$ cat src/common/uart_cfg_pkg.sv
// Purpose: Shared constants and types for the serial channel configuration block
// Assumes: 32-bit Avalon-MM register bus with byte addresses
// Notes:   Trigger levels are character counts of a 64-entry FIFO
package uart_cfg_pkg;

	////////////////////////////////////////////////////////////////////////////
	// Register byte offsets
	localparam logic [5:0] OFS_FIFO_CTL   = 6'h00;
	localparam logic [5:0] OFS_LINE_FMT   = 6'h04;
	localparam logic [5:0] OFS_FEATURE    = 6'h08;
	localparam logic [5:0] OFS_ENHANCED   = 6'h0c;
	localparam logic [5:0] OFS_TRIG_LEVEL = 6'h10;
	localparam logic [5:0] OFS_IRQ_STATUS = 6'h14;
	localparam logic [5:0] OFS_IRQ_ENABLE = 6'h18;
	localparam logic [5:0] OFS_IRQ_CLEAR  = 6'h1c;
	localparam logic [5:0] OFS_TRIG_STAT  = 6'h20;

	////////////////////////////////////////////////////////////////////////////
	// Field positions
	localparam int FC_ENABLE    = 0;
	localparam int FC_TX_RESET  = 2;
	localparam int FC_DMA       = 3;
	localparam int FC_TX_TRIG   = 4;
	localparam int FC_RX_TRIG   = 6;
	localparam int LF_WLEN      = 0;
	localparam int LF_STOP      = 2;
	localparam int LF_PAR_EN    = 3;
	localparam int LF_PAR_EVEN  = 4;
	localparam int LF_PAR_FORCE = 5;
	localparam int FT_TABLE     = 4;
	localparam int FT_TRG_TX    = 7;
	localparam int EF_ENHANCED  = 4;
	localparam int IRQ_RX       = 0;
	localparam int IRQ_TX       = 1;
	localparam int IRQ_N        = 2;
	localparam int TS_RX_LVL    = 0;
	localparam int TS_TX_LVL    = 8;
	localparam int TS_TABLE     = 16;
	localparam int TS_DMA       = 18;
	localparam int TS_FIFO_EN   = 19;

	////////////////////////////////////////////////////////////////////////////
	// Types
	typedef logic [6:0] level_t;
	typedef enum logic [1:0] {TABLE_A, TABLE_B, TABLE_C, TABLE_D} trig_table_t;

	typedef struct packed {
		logic [3:0] data_bits;
		logic [2:0] stop_half_bits;
		logic       parity_en;
		logic       parity_even;
		logic       parity_forced;
	} line_format_t;

	typedef struct packed {
		level_t      rx_level;
		level_t      tx_level;
		trig_table_t table_sel;
		logic        dma_mode;
		logic        fifo_en;
	} trig_cfg_t;

	////////////////////////////////////////////////////////////////////////////
	// Trigger tables, indexed by the two-bit select code
	localparam level_t RX_TAB_A [4] = '{7'h01, 7'h04, 7'h08, 7'h0e};
	localparam level_t RX_TAB_B [4] = '{7'h08, 7'h10, 7'h18, 7'h1c};
	localparam level_t RX_TAB_C [4] = '{7'h08, 7'h10, 7'h38, 7'h3c};
	localparam level_t TX_TAB_B [4] = '{7'h10, 7'h08, 7'h18, 7'h1e};
	localparam level_t TX_TAB_C [4] = '{7'h08, 7'h10, 7'h20, 7'h38};
	localparam level_t TX_LVL_A     = 7'h01;
	localparam level_t TRG_RESET    = 7'h01;

	localparam logic [3:0] WLEN_BASE   = 4'h5;
	localparam logic [2:0] STOP_ONE    = 3'h2;
	localparam logic [2:0] STOP_ONEH   = 3'h3;
	localparam logic [2:0] STOP_TWO    = 3'h4;
	localparam logic [1:0] WLEN_FIVE   = 2'h0;
	localparam logic [7:0] LF_RESET    = 8'h00;

endpackage

$ cat src/hdl/uart_cfg.sv
// Purpose: Per-channel FIFO trigger, ready pin and line format configuration
// Assumes: FIFO counts come from logic on core_clk_i
// Notes:   Register bus answers after one wait cycle
//
// Chosen here: the address map and the Avalon-MM register port.
`timescale 1ns/1ps
module uart_cfg
	import uart_cfg_pkg::*;
#(
	parameter int DEPTH = 64,
	parameter int CNT_W = 7
)(
	input  wire logic              core_clk_i,       // Block clock
	input  wire logic              rst_i,            // Async reset, high
	input  wire logic [5:0]        address_i,        // Avalon byte address
	input  wire logic              read_i,           // Avalon read
	input  wire logic              write_i,          // Avalon write
	input  wire logic [31:0]       writedata_i,      // Avalon write data
	output logic      [31:0]       readdata_o,       // Avalon read data
	output logic                   waitrequest_o,    // Avalon wait
	input  wire logic [CNT_W-1:0]  tx_count_i,       // TX FIFO fill
	input  wire logic [CNT_W-1:0]  rx_count_i,       // RX FIFO fill
	input  wire logic [7:0]        tx_char_i,        // Char to send
	input  wire logic [7:0]        rx_char_i,        // Char received
	input  wire logic              rx_parity_i,      // Received parity bit
	output logic                   tx_fifo_clear_o,  // TX FIFO pointer clear
	output logic                   tx_ready_pin_n_o, // TX ready pin
	output logic                   rx_ready_pin_n_o, // RX ready pin
	output trig_cfg_t              trig_cfg_o,       // Trigger settings
	output line_format_t           line_fmt_o,       // Line format
	output logic                   tx_parity_o,      // Parity bit to send
	output logic                   rx_parity_err_o,  // Received parity bad
	output logic                   irq_o             // Interrupt, high
);

	////////////////////////////////////////////////////////////////////////////
	// Bus slave

	logic              ack;
	logic              wr_en;
	logic              rd_en;
	logic              fifo_en;
	logic              dma_mode;
	logic [1:0]        tx_trig;
	logic [1:0]        rx_trig;
	logic [7:0]        line_fmt_reg;
	logic [7:0]        feature_control;
	logic [7:0]        enhanced_feature_enable_reg;
	level_t            trg_rx;
	level_t            trg_tx;
	logic [IRQ_N-1:0]  irq_status;
	logic [IRQ_N-1:0]  irq_enable;
	logic [IRQ_N-1:0]  irq_set;
	logic [IRQ_N-1:0]  irq_clr;
	level_t            next_rx_level;
	level_t            next_tx_level;
	trig_table_t       table_sel;
	logic              fc_write;
	logic [CNT_W-1:0]  tx_prev;
	logic [CNT_W-1:0]  rx_prev;
	logic              filled_over;
	logic [31:0]       next_rdata;

	// One wait cycle keeps the decode and read mux off the bus timing path
	assign waitrequest_o = (read_i | write_i) & ~ack;
	assign wr_en         = write_i & ack;
	assign rd_en         = read_i & ~ack;
	assign fc_write      = wr_en && address_i == OFS_FIFO_CTL;

	always_ff @(posedge core_clk_i or posedge rst_i)
	begin
		if (rst_i)
			ack <= 1'b0;
		else
			ack <= (read_i | write_i) & ~ack;
	end

	always_comb
	begin
		next_rdata = '0;
		unique case (address_i)
			OFS_LINE_FMT:   next_rdata[7:0] = line_fmt_reg;
			OFS_FEATURE:    next_rdata[7:0] = feature_control;
			OFS_ENHANCED:   next_rdata[7:0] = enhanced_feature_enable_reg;
			OFS_TRIG_LEVEL: next_rdata[6:0] = feature_control[FT_TRG_TX] ? trg_tx : trg_rx;
			OFS_IRQ_STATUS: next_rdata[IRQ_N-1:0] = irq_status;
			OFS_IRQ_ENABLE: next_rdata[IRQ_N-1:0] = irq_enable;
			OFS_TRIG_STAT:
			begin
				next_rdata[TS_RX_LVL +: 7] = trig_cfg_o.rx_level;
				next_rdata[TS_TX_LVL +: 7] = trig_cfg_o.tx_level;
				next_rdata[TS_TABLE +: 2]  = trig_cfg_o.table_sel;
				next_rdata[TS_DMA]         = trig_cfg_o.dma_mode;
				next_rdata[TS_FIFO_EN]     = trig_cfg_o.fifo_en;
			end
			default:        next_rdata = '0;
		endcase
	end

	always_ff @(posedge core_clk_i or posedge rst_i)
	begin
		if (rst_i)
			readdata_o <= '0;
		else if (rd_en)
			readdata_o <= next_rdata;
	end

	////////////////////////////////////////////////////////////////////////////
	// FIFO control register

	always_ff @(posedge core_clk_i or posedge rst_i)
	begin
		if (rst_i)
		begin
			fifo_en  <= 1'b0;
			dma_mode <= 1'b0;
			tx_trig  <= 2'h0;
			rx_trig  <= 2'h0;
		end
		else if (fc_write)
		begin
			fifo_en <= writedata_i[FC_ENABLE];
			if (writedata_i[FC_ENABLE])
			begin
				dma_mode <= writedata_i[FC_DMA];
				rx_trig  <= writedata_i[FC_RX_TRIG +: 2];
				if (enhanced_feature_enable_reg[EF_ENHANCED])
					tx_trig <= writedata_i[FC_TX_TRIG +: 2];
			end
		end
	end

	// Self-clearing: the bit never reads back, only this pulse remains
	always_ff @(posedge core_clk_i or posedge rst_i)
	begin
		if (rst_i)
			tx_fifo_clear_o <= 1'b0;
		else
			tx_fifo_clear_o <= fc_write & writedata_i[FC_ENABLE]
				& writedata_i[FC_TX_RESET];
	end

	////////////////////////////////////////////////////////////////////////////
	// Feature, enhanced and programmable trigger registers

	always_ff @(posedge core_clk_i or posedge rst_i)
	begin
		if (rst_i)
		begin
			feature_control             <= 8'h00;
			enhanced_feature_enable_reg <= 8'h00;
		end
		else if (wr_en)
		begin
			if (address_i == OFS_FEATURE)
				feature_control <= writedata_i[7:0];
			if (address_i == OFS_ENHANCED)
				enhanced_feature_enable_reg <= writedata_i[7:0];
		end
	end

	always_ff @(posedge core_clk_i or posedge rst_i)
	begin
		if (rst_i)
		begin
			trg_rx <= TRG_RESET;
			trg_tx <= TRG_RESET;
		end
		else if (wr_en && address_i == OFS_TRIG_LEVEL)
		begin
			if (feature_control[FT_TRG_TX])
				trg_tx <= writedata_i[6:0];
			else
				trg_rx <= writedata_i[6:0];
		end
	end

	////////////////////////////////////////////////////////////////////////////
	// Trigger level lookup

	assign table_sel = trig_table_t'(feature_control[FT_TABLE +: 2]);

	// A single table select feeds both lookups, so RX and TX always come from the same table
	always_comb
	begin
		unique case (table_sel)
			TABLE_A:
			begin
				next_rx_level = RX_TAB_A[rx_trig];
				next_tx_level = TX_LVL_A;
			end
			TABLE_B:
			begin
				next_rx_level = RX_TAB_B[rx_trig];
				next_tx_level = TX_TAB_B[tx_trig];
			end
			TABLE_C:
			begin
				next_rx_level = RX_TAB_C[rx_trig];
				next_tx_level = TX_TAB_C[tx_trig];
			end
			TABLE_D:
			begin
				next_rx_level = trg_rx;
				next_tx_level = trg_tx;
			end
		endcase
	end

	always_ff @(posedge core_clk_i or posedge rst_i)
	begin
		if (rst_i)
		begin
			trig_cfg_o.rx_level  <= RX_TAB_A[0];
			trig_cfg_o.tx_level  <= TX_LVL_A;
			trig_cfg_o.table_sel <= TABLE_A;
			trig_cfg_o.dma_mode  <= 1'b0;
			trig_cfg_o.fifo_en   <= 1'b0;
		end
		else
		begin
			trig_cfg_o.rx_level  <= next_rx_level;
			trig_cfg_o.tx_level  <= next_tx_level;
			trig_cfg_o.table_sel <= table_sel;
			trig_cfg_o.dma_mode  <= dma_mode;
			trig_cfg_o.fifo_en   <= fifo_en;
		end
	end

	////////////////////////////////////////////////////////////////////////////
	// Ready pins

	// Normal: single-character readiness; DMA: block readiness
	always_ff @(posedge core_clk_i or posedge rst_i)
	begin
		if (rst_i)
		begin
			rx_ready_pin_n_o <= 1'b1;
			tx_ready_pin_n_o <= 1'b1;
		end
		else if (dma_mode)
		begin
			rx_ready_pin_n_o <= !(rx_count_i >= CNT_W'(trig_cfg_o.rx_level));
			tx_ready_pin_n_o <= !(tx_count_i < CNT_W'(DEPTH));
		end
		else
		begin
			rx_ready_pin_n_o <= rx_count_i == '0;
			tx_ready_pin_n_o <= tx_count_i != '0;
		end
	end

	////////////////////////////////////////////////////////////////////////////
	// Trigger events

	always_ff @(posedge core_clk_i or posedge rst_i)
	begin
		if (rst_i)
		begin
			tx_prev <= '0;
			rx_prev <= '0;
		end
		else
		begin
			tx_prev <= tx_count_i;
			rx_prev <= rx_count_i;
		end
	end

	// Remembers whether the last refill went above the TX level
	always_ff @(posedge core_clk_i or posedge rst_i)
	begin
		if (rst_i)
			filled_over <= 1'b0;
		else if (tx_count_i > CNT_W'(trig_cfg_o.tx_level))
			filled_over <= 1'b1;
		else if (tx_count_i == '0)
			filled_over <= 1'b0;
	end

	always_comb
	begin
		irq_set         = '0;
		irq_set[IRQ_TX] = fifo_en
			&& ((tx_prev >= CNT_W'(trig_cfg_o.tx_level)
				&& tx_count_i < CNT_W'(trig_cfg_o.tx_level))
			|| (tx_prev != '0 && tx_count_i == '0 && !filled_over));
		irq_set[IRQ_RX] = fifo_en
			&& rx_prev < CNT_W'(trig_cfg_o.rx_level)
			&& rx_count_i >= CNT_W'(trig_cfg_o.rx_level);
		irq_clr = (wr_en && address_i == OFS_IRQ_CLEAR) ?
			writedata_i[IRQ_N-1:0] : '0;
	end

	// A new event beats a clear in the same cycle
	always_ff @(posedge core_clk_i or posedge rst_i)
	begin
		if (rst_i)
			irq_status <= '0;
		else
			irq_status <= (irq_status & ~irq_clr) | irq_set;
	end

	always_ff @(posedge core_clk_i or posedge rst_i)
	begin
		if (rst_i)
			irq_enable <= '0;
		else if (wr_en && address_i == OFS_IRQ_ENABLE)
			irq_enable <= writedata_i[IRQ_N-1:0];
	end

	always_ff @(posedge core_clk_i or posedge rst_i)
	begin
		if (rst_i)
			irq_o <= 1'b0;
		else
			irq_o <= |(((irq_status & ~irq_clr) | irq_set) & irq_enable);
	end

	////////////////////////////////////////////////////////////////////////////
	// Line format

	always_ff @(posedge core_clk_i or posedge rst_i)
	begin
		if (rst_i)
			line_fmt_reg <= LF_RESET;
		else if (wr_en && address_i == OFS_LINE_FMT)
			line_fmt_reg <= writedata_i[7:0];
	end

	function automatic logic parity_of(input logic [7:0] ch, input line_format_t f);
		logic [7:0] mask;
		logic       ones;
		mask = 8'hff >> (4'h8 - f.data_bits);
		ones = ^(ch & mask);
		if (f.parity_forced)
			parity_of = ~f.parity_even;
		else
			parity_of = f.parity_even ? ones : ~ones;
	endfunction

	always_ff @(posedge core_clk_i or posedge rst_i)
	begin
		if (rst_i)
		begin
			line_fmt_o.data_bits      <= WLEN_BASE;
			line_fmt_o.stop_half_bits <= STOP_ONE;
			line_fmt_o.parity_en      <= 1'b0;
			line_fmt_o.parity_even    <= 1'b0;
			line_fmt_o.parity_forced  <= 1'b0;
		end
		else
		begin
			line_fmt_o.data_bits <= WLEN_BASE
				+ {2'h0, line_fmt_reg[LF_WLEN +: 2]};
			if (!line_fmt_reg[LF_STOP])
				line_fmt_o.stop_half_bits <= STOP_ONE;
			else if (line_fmt_reg[LF_WLEN +: 2] == WLEN_FIVE)
				line_fmt_o.stop_half_bits <= STOP_ONEH;
			else
				line_fmt_o.stop_half_bits <= STOP_TWO;
			line_fmt_o.parity_en     <= line_fmt_reg[LF_PAR_EN];
			line_fmt_o.parity_even   <= line_fmt_reg[LF_PAR_EVEN];
			line_fmt_o.parity_forced <= line_fmt_reg[LF_PAR_FORCE];
		end
	end

	// Same setting for both directions: the far end must match it
	always_ff @(posedge core_clk_i or posedge rst_i)
	begin
		if (rst_i)
		begin
			tx_parity_o     <= 1'b0;
			rx_parity_err_o <= 1'b0;
		end
		else
		begin
			tx_parity_o     <= line_fmt_o.parity_en
				& parity_of(tx_char_i, line_fmt_o);
			rx_parity_err_o <= line_fmt_o.parity_en
				& (rx_parity_i != parity_of(rx_char_i, line_fmt_o));
		end
	end

endmodule

$ cat config.mk
export PLATFORM = sky130hd
export DESIGN_NAME = uart_cfg
export DESIGN_NICKNAME = d
export VERILOG_FILES = /design/src/common/uart_cfg_pkg.sv /design/src/hdl/uart_cfg.sv
export SDC_FILE = /design/constraint.sdc
export NUM_CORES = 1
export LEC_CHECK = 0
export BUFFER_PORTS_ARGS = -buffer_cell sky130_fd_sc_hd__buf_4
export CORE_ASPECT_RATIO = 0.9
export CORE_MARGIN = 8
export CORE_UTILIZATION = 49
export CTS_CLUSTER_DIAMETER = 50
export DETAILED_ROUTE_END_ITERATION = 8
export PLACE_DENSITY = 0.77
export SLEW_MARGIN = 20
export SYNTH_ARGS = -nofsm -noshare
export SYNTH_HDL_FRONTEND = slang
export SYNTH_SLANG_ARGS = --single-unit
$ cat constraint.sdc
create_clock -name core_clk_i -period 3.3 [get_ports core_clk_i]
set_clock_uncertainty 0.1 [all_clocks]
set_input_delay 0.33 -clock core_clk_i [delete_from_list [all_inputs] [get_ports core_clk_i]]
set_output_delay 0.33 -clock core_clk_i [all_outputs]
set_load 0.02 [all_outputs]
==> impl_metrics.ini, run 1 <==
[place]
post-place-ws_ps = 428
place_hpwl_um = 11200
dp.cells = 784
port_buffers = 102
gp_congestion = 0.850

[outcome]
violations = hold timing
status = finished, violations left

[finish]
largest_reg_flops = 19
area_delta_synth_final_pct = 28.9
finalNonFillerCells = 830
fillerInstances = 864
diodes = 0
top_register = readdata_o
largestRegisters = readdata_o (19), trig_cfg_o (18), line_fmt_o (10)
drive_above_1_share = 0.299
nNetsFinal = 766

[synthesis]
synth.top_cell.area_share = 0.460
yosys_register_bits = 117
synthCells = 538
yosys_warnings = 0
ys.flop_type = dfrtp_1
synth-async-reset-ratio = 1.00
yosys.area_share.simple = 0.124
synthTopCellsByCount = dfrtp_1 (108), nand2_1 (51), mux2_2 (49), o21ai_0 (41), inv_1 (38)
synth-compound-area-share = 0.107
yosysTopAreaCell = dfrtp_1
synthAdderAreaFrac = 0.0784
syn-mean-instance-area_um2 = 10.9
synth_top_family_by_area = simple AND/OR/NAND/NOR gates
synth_edf_count = 0
synthMuxAreaShare = 0.116
synthTopCellsByArea = dfrtp_1 (46%), mux2_2 (9.4%), ha_1 (7.7%)
synth_most_common_cell = dfrtp_1
synth_cell_types = 58
syn_area_um2 = 5870
synth_xor_area_frac = 0.0196
synth_seq_area_share = 0.501

[routing]
drc_errors = 0
num_vias = 4596
first_pass_iters = 5
detail-route-antenna-nets = 0
routed_wl_um = 15500
detail_route.wl_per_cell_um = 18.7
vias_per_cell = 5.54
drtIter0Drc = 427

[clocking]
cts_buffers = 17
clkSlewWorstSetupHoldPaths_ps = 50
cts_tree = done
cts.path.max_buffers = 2
post_cts_resized = 0
clock_sinks = 117
worstSkewPairLatency_ps = 410
h-tree-depth = 4
clock_tree.root_cell = clkbuf_16

[floorplan]
io_pins = 140
die_area_um2 = 15700
initial_core_util = 0.494
num_rows = 38
coreArea_um2 = 11900
die_h_um = 120
die_w_um = 131

[critical_path]
critPathLaunchType = register
cp.arrival_ps = 3140
critPathRequiredTime_ps = 3530
crit_chain = inv_1 -> ha_1 -> nor2b_1 -> xnor2_1 -> mux2_2 -> o311ai_0 -> mux2i_1 -> mux2i_1
crit_top_cell = mux2i_1
crit_family = multiplexers
worst-path-buf-inv = 1
crit_type = register to register
path_max_fanout = 6
cp_slowest_cell = o311ai_0
crit_path_end_kind = register
critical-path-max-stage-delay_ps = 580

[sta]
setup-violations-final = 0
holdWs_ps = -14.2
relSlewSlack = 0.440
tns_ps = 0
fin_crit_sh = 0.881
slew_violations = 0
fmax_ghz = 0.344
rsz0062_at_grt = false
final-hold-violation-count = 3
fin_ws_ps = 393
fin_crit_ps = 2910
worst_pin_slew_ps = 837

[hold_path]
hold_path_class = input port to async pin

[power]
power_density_nw_per_um2 = 596
vdd.ir_drop.worst_v = 0.000431
p_leak_nw = 3.54

[global_route]
antenna_found_initial = 0
grt_pass1_vias = 4835
grt_overflow = 0
gr-usage-all-layers = 0.200
grt_pass1_wl_um = 25300
grt_max_degree = 118

[flow_run]
drv_cap = 0
-- worst reg2reg max path, delay by kind of cell, from the launching register on --
family	cells	cell delay, ps
buffers and inverters	1	50
flip-flops	1	550
AND/OR/NAND/NOR	1	160
adder cells (fa/ha/maj)	1	350
multiplexers	3	870
AO/OA/AOI/OAI	1	580
XOR/XNOR	1	180
-- power by group --
group | switching [W] | internal [W]
clock network | 0.000636 | 0.00148
logic | 0.000393 | 0.000350
registers | 0.000101 | 0.00155
total | 0.00113 | 0.00338
-- timing repair --
action | CTS | global route
hold buffers | 14 | 0
endpoints found under the hold margin | 14 | 0
buffers inserted | 0 | 0
-- final timing paths --
path                           startpoint         endpoint  slack [ps]  cells after the start
max in group asynchronous           rst_i       rx_trig[0]        2660                      3
min                                 rst_i       rx_prev[1]         -10                      3
max reg2reg                 line_fmt_o[6]  rx_parity_err_o         390                      8
min reg2reg                      dma_mode    trig_cfg_o[1]         280                      0
min in group core_clk_i    writedata_i[2]  tx_fifo_clear_o          90                      2
max                         line_fmt_o[6]  rx_parity_err_o         390                      8
-- area by class of cell --
| cell class | instances | area [um^2] | area share |
|---|---|---|---|
| clock buffer | 24 | 482 | 0.0637 |
| clock inverter | 8 | 196 | 0.0260 |
| inverter | 38 | 146 | 0.0194 |
| multi-input combinational | 364 | 2660 | 0.352 |
| sequential | 117 | 2940 | 0.389 |
| tap | 160 | 200 | 0.0265 |
| timing repair buffer | 119 | 941 | 0.124 |
-- stage by stage --
step / util / cell area, um^2 / power (W)
floorplan: - / 5920 / 0.00213
global placement: 0.567 / 6750 / 0.00235
detailed placement: 0.567 / 6750 / 0.00239
CTS: 0.636 / 7560 / 0.00452
global route: 0.636 / 7560 / 0.00468
finish: 0.636 / 7560 / 0.00451
-- routing by layer --
| layer | GRT usage | wire length (um) |
|---|---|---|
| met1 | 0.244 | 6530 |
| met5 | 0 | 0 |
| met3 | 0.0505 | 866 |
| met4 | 0.0882 | 435 |
| met2 | 0.330 | 7660 |
-- cell families (layout without fill, tap and decap cells) --
kind of cell	after synthesis	in the layout
buffers and inverters	69	189
multiplexers	62	62
AO/OA/AOI/OAI	101	101
other	1	13
AND/OR/NAND/NOR	141	141
adder cells (fa/ha/maj)	37	37
flip-flops	117	117
XOR/XNOR	10	10
-- cell usage in the layout, fill, tap and decap left out, drive strengths merged, types with 14 or more instances in the layout --
cell / netlist / layout
dfrtp: 108 / 108
buf: 17 / 105
nand2: 52 / 52
mux2: 49 / 49
o21ai: 41 / 41
inv: 38 / 37
ha: 36 / 36
clkbuf: 14 / 24
nor2: 19 / 19
a21oi: 18 / 18
nor2b: 15 / 15
nand2b: 14 / 14
dlygate4sd3: 0 / 14
No activity file was read; power rests on OpenSTA's default activity.
==> run 2: changes to the inputs <==
CORE_UTILIZATION = 50   (was 49)
CTS_BUF_LIST = sky130_fd_sc_hd__clkbuf_8   (was not set)
PLACE_DENSITY = 0.78   (was 0.77)
==> impl_metrics.ini, run 2 (synthesis results as in run 1) <==
[routing]
dr.max_layer_used = met4
drc_errors = 0
wl_met2_um = 6930
first_pass_iters = 5
vias_per_cell = 5.48
wl_met3_um = 1150
detail-route-antenna-nets = 0
wl_met1_um = 6260
drtIter0Drc = 371
num_vias = 4524
detail_route.wl_per_cell_um = 17.8
routed_wl_um = 14700

[floorplan]
initial_core_util = 0.513
io_pins = 140
die_w_um = 130
die_area_um2 = 15500
coreArea_um2 = 11400
die_h_um = 119
num_rows = 37

[sta]
worst_pin_slew_ps = 819
rsz0062_at_grt = false
relSlewSlack = 0.454
fmax_ghz = 0.343
fin_crit_ps = 2920
final-hold-violation-count = 0
fin_ws_ps = 381
tns_ps = 0
fin_crit_sh = 0.884
setup-violations-final = 0
holdWs_ps = 63.0
slew_violations = 0

[critical_path]
cp_slowest_cell = o311ai_0
crit_path_end_kind = register
critical-path-max-stage-delay_ps = 580
crit_family = multiplexers
critPathLaunchType = register
cp.arrival_ps = 3170
crit_chain = inv_1 -> ha_1 -> nor2b_1 -> xnor2_1 -> mux2_2 -> o311ai_0 -> mux2i_1 -> mux2i_1
crit_type = register to register
crit_top_cell = mux2i_1
path_max_fanout = 6
critPathRequiredTime_ps = 3560
worst-path-buf-inv = 1

[finish]
final_cell_mix = dfrtp_1 (108), buf_4 (103), nand2_1 (51)
drive_above_1_share = 0.294
area_delta_synth_final_pct = 23.3
largest_reg_flops = 19
largestRegisters = readdata_o (19), trig_cfg_o (18), line_fmt_o (10)
final_common_cell = dfrtp_1
utilization = 0.633
diodes = 0
top_register = readdata_o
nNetsFinal = 766

[place]
place_hpwl_um = 10800
gp_congestion = 0.902
post-place-ws_ps = 411
port_buffers = 102

[clocking]
cts_tree = done
post_cts.repair.setup_buffers = 0
post_cts_resized = 0
cts.path.max_buffers = 2
worstSkewPairLatency_ps = 430
clock_sinks = 117
h-tree-depth = 4
cts_hold_buf = 15
cts_buffers = 17
clkSlewWorstSetupHoldPaths_ps = 70
clock_tree.root_cell = clkbuf_8

[global_route]
grt_overflow = 0
grt_pass1_wl_um = 23700
gr-usage-all-layers = 0.195
antenna_found_initial = 0
grt_max_degree = 118
grt_pass1_vias = 4698

[power]
vdd.ir_drop.worst_v = 0.000242
p_leak_nw = 3.43
power_density_nw_per_um2 = 491

[hold_path]
hold_path_class = input port to register

[outcome]
status = finished clean

[flow_run]
drv_cap = 0
[run 2: final cells by class]
| cell class | instances | area, um^2 |
|---|---|---|
| fill | 893 | 4200 |
| tap | 156 | 195 |
| multi-input combinational | 364 | 2660 |
| sequential | 117 | 2940 |
| clock buffer | 20 | 275 |
| inverter | 38 | 146 |
| clock inverter | 12 | 77.6 |
| timing repair buffer | 119 | 943 |
[run 2: metal layers]
layer / GRT usage / up-vias
li1: - / 2088
met1: 0.249 / 2228
met2: 0.306 / 176
met3: 0.0494 / 32
met4: 0.0841 / 0
met5: 0 / -
[run 2: worst paths after layout]
| path | from | end | slack (ps) | cells past startpoint |
|---|---|---|---|---|
| setup / recovery | line_fmt_o[6] | rx_parity_err_o | 380 | 8 |
| hold / removal | writedata_i[2] | tx_fifo_clear_o | 60 | 2 |
| setup reg to reg | line_fmt_o[6] | rx_parity_err_o | 380 | 8 |
| hold reg to reg | line_fmt_reg[5] | line_fmt_o[0] | 310 | 0 |
| max in group asynchronous | rst_i | readdata_o[19] | 2090 | 4 |
| min in group asynchronous | rst_i | rx_prev[0] | 500 | 4 |
[run 2: worst reg2reg max path, delay by kind of cell, from the launching register on]
family                     cells  cell delay (ps)
buffers and inverters          1               50
DFF                            1              560
adders and majority gates      1              350
muxes                          3              870
xor gates and xnor gates       1              190
and+or+nand+nor                1              150
AOI/OAI and AO/OA              1              580
[run 2: per-stage QoR]
stage | power [W] | cells | area [um^2]
2_1_floorplan | 0.00213 | 550 | 5920
3_3_place_gp | 0.00235 | 779 | 6730
3_5_place_dp | 0.00238 | 779 | 6730
4_1_cts | 0.00356 | 826 | 7240
5_1_grt | 0.00372 | 826 | 7240
6_report | 0.00355 | 826 | 7240
[run 2: where the power goes]
group,internal [W],switching [W]
registers,0.00154,0.0000975
logic,0.000349,0.000390
clock network,0.000631,0.000542
==> run 3: changes to the inputs <==
ABC_AREA = 1   (was not set)
==> impl_metrics.ini, run 3 <==
[floorplan]
die_h_um = 119
initial_core_util = 0.516
num_rows = 37
die_w_um = 131
io_pins = 140
coreArea_um2 = 11500
die_area_um2 = 15600

[global_route]
met2_usage = 0.323
grt_util_met1 = 0.262
grt_pass1_wl_um = 25500
grt_overflow = 0
grtUsageMet3 = 0.0620
grt_pass1_vias = 5181
grt_max_degree = 83
busiest_layer = met2
gr-usage-all-layers = 0.207
antenna_found_initial = 0

[routing]
drtIter0Drc = 413
detail_route.wl_per_cell_um = 16.4
first_pass_iters = 5
drc_errors = 0
routed_wl_um = 15900
num_vias = 5211
detail-route-antenna-nets = 0
vias_per_cell = 5.39

[synthesis]
ys.flop_type = dfrtp_1
yosys_register_bits = 117
synth_seq_area_share = 0.496
synth_cell_types = 43
yosys_warnings = 0
synthTopCellsByArea = dfrtp_1 (46%), nand2_1 (11%), ha_1 (7.6%)
synth.top_cell.area_share = 0.456
syn-mean-instance-area_um2 = 8.82
synth_most_common_cell = nand2_1
synth_edf_count = 0
synthTopCellsByCount = nand2_1 (170), dfrtp_1 (108), inv_1 (87), o21ai_0 (49), nor2_1 (38)
syn_area_um2 = 5930
synth-async-reset-ratio = 1.00
synthCells = 672
yosysTopAreaCell = dfrtp_1

[critical_path]
rr_endpoint = tx_parity_o
crit_type = register to register
cp.arrival_ps = 2680
rr_worst_depth = 17
r2r-start = line_fmt_o[6]
crit_path_end = tx_parity_o
critPathRequiredTime_ps = 3540
critPathLaunchType = register
worstSetupStartpoint = line_fmt_o[6]
path_max_fanout = 4
ff2ff_setup_slack_ps = 860
crit_path_end_kind = register

[sta]
fin_crit_sh = 0.740
final-hold-violation-count = 0
relSlewSlack = 0.465
fmax_ghz = 0.410
holdWs_ps = 129
tns_ps = 0
worst_pin_slew_ps = 801
setup-violations-final = 0
slew_violations = 0
rsz0062_at_grt = false
fin_ws_ps = 858
fin_crit_ps = 2440

[clocking]
h-tree-depth = 4
clkSlewWorstSetupHoldPaths_ps = 70
post_cts.repair.setup_buffers = 0
cts_tree = done
clock_tree.root_cell = clkbuf_8
cts.path.max_buffers = 2
worstSkewPairLatency_ps = 440
cts_buffers = 17
clock_sinks = 117

[finish]
area_delta_synth_final_pct = 24.1
largestRegisters = readdata_o (19), trig_cfg_o (18), line_fmt_o (10)
diodes = 0
utilization = 0.641
final_cell_mix = nand2_1 (170), dfrtp_1 (108), buf_4 (103)
drive_above_1_share = 0.217
nNetsFinal = 907
largest_reg_flops = 19
top_register = readdata_o
final_common_cell = nand2_1

[power]
vdd.ir_drop.worst_v = 0.000284
p_leak_nw = 3.67
power_density_nw_per_um2 = 482
design_power_total_w = 0.00354

[place]
gp_congestion = 0.919
post-place-ws_ps = 863
port_buffers = 102
place_hpwl_um = 11800

[flow_run]
drv_cap = 0

[hold_path]
hold_path_class = input port to register

[outcome]
status = finished clean
[run 3: cell count changes in the layout (fill, tap and decap cells not counted), sizes merged, moves of 15 or more]
cell | before | now
inv | 43 | 91
nand2 | 52 | 173
mux2 | 49 | 0
nor2b | 15 | 0
o21ai | 41 | 64
nand3 | 9 | 43
nor2 | 19 | 44
[run 3: worst min path at each step]
| stage | endpoint | start | depth (start not counted) | slack, ps |
|---|---|---|---|---|
| detailed placement | line_fmt_o[2] | line_fmt_reg[3] | 0 | 300 |
| global placement | trig_cfg_o[1] | dma_mode | 0 | 290 |
| global route | ack | read_i | 3 | 110 |
| finish | ack | read_i | 3 | 130 |
| floorplan | rx_prev[0] | rx_count_i[0] | 0 | 260 |
| CTS | ack | read_i | 3 | 110 |
[run 3: cells by family after synthesis]
| kind of cell | share of synthesized area |
|---|---|
| other | 0.000633 |
| adders and majority gates | 0.0760 |
| and+or+nand+nor | 0.207 |
| AOI/OAI and AO/OA | 0.130 |
| buffers and inverters | 0.0861 |
| DFF | 0.496 |
| xor gates and xnor gates | 0.00443 |
[run 3: metal layers]
layer	vias up	wire length, um
met5	-	0
met1	2466	6520
met4	0	458
met2	241	7490
li1	2461	-
met3	43	1420
[run 3: stage by stage]
| step | std cells | area, um^2 |
|---|---|---|
| CTS | 967 | 7360 |
| finish | 967 | 7360 |
| global placement | 920 | 6790 |
| detailed placement | 920 | 6790 |
| global route | 967 | 7360 |
| floorplan | 684 | 5980 |
[run 3: worst max-delay path: stages (launching register included)]
cell and delay (ps):
dfstp_2 550, inv_2 60, ha_1 210, ha_1 330, nand2_1 130, nand2_1 60, nand2_1 70, nand2_1 50
nand2_1 90, nand3_2 80, nand2_1 90, inv_1 50, nor2_2 130, nand3_1 90, nand2_1 70, nand3_1 70
nand2_1 80, nor2_1 40
[run 3: report_power, final]
| part | total, W | switching (W) | internal, W |
|---|---|---|---|
| logic | 0.000570 | 0.000349 | 0.000220 |
| clock network | 0.00137 | 0.000618 | 0.000751 |
| registers | 0.00161 | 0.0000742 | 0.00153 |
[run 3: repair_timing]
action / 4_1_cts / 5_1_grt
resized for setup: 0 / 0
endpoints found under the hold margin: 45 / 0
hold buffers: 15 / 0
[run 3: layout make-up]
type / instances / area [um^2]
fillers: 946 / 4130
flip-flops and latches: 117 / 2940
repair buffers: 119 / 943
inverters: 90 / 342
well taps: 156 / 195
clock inverters: 15 / 180
multi-input cells: 453 / 2520
clock buffers: 17 / 234
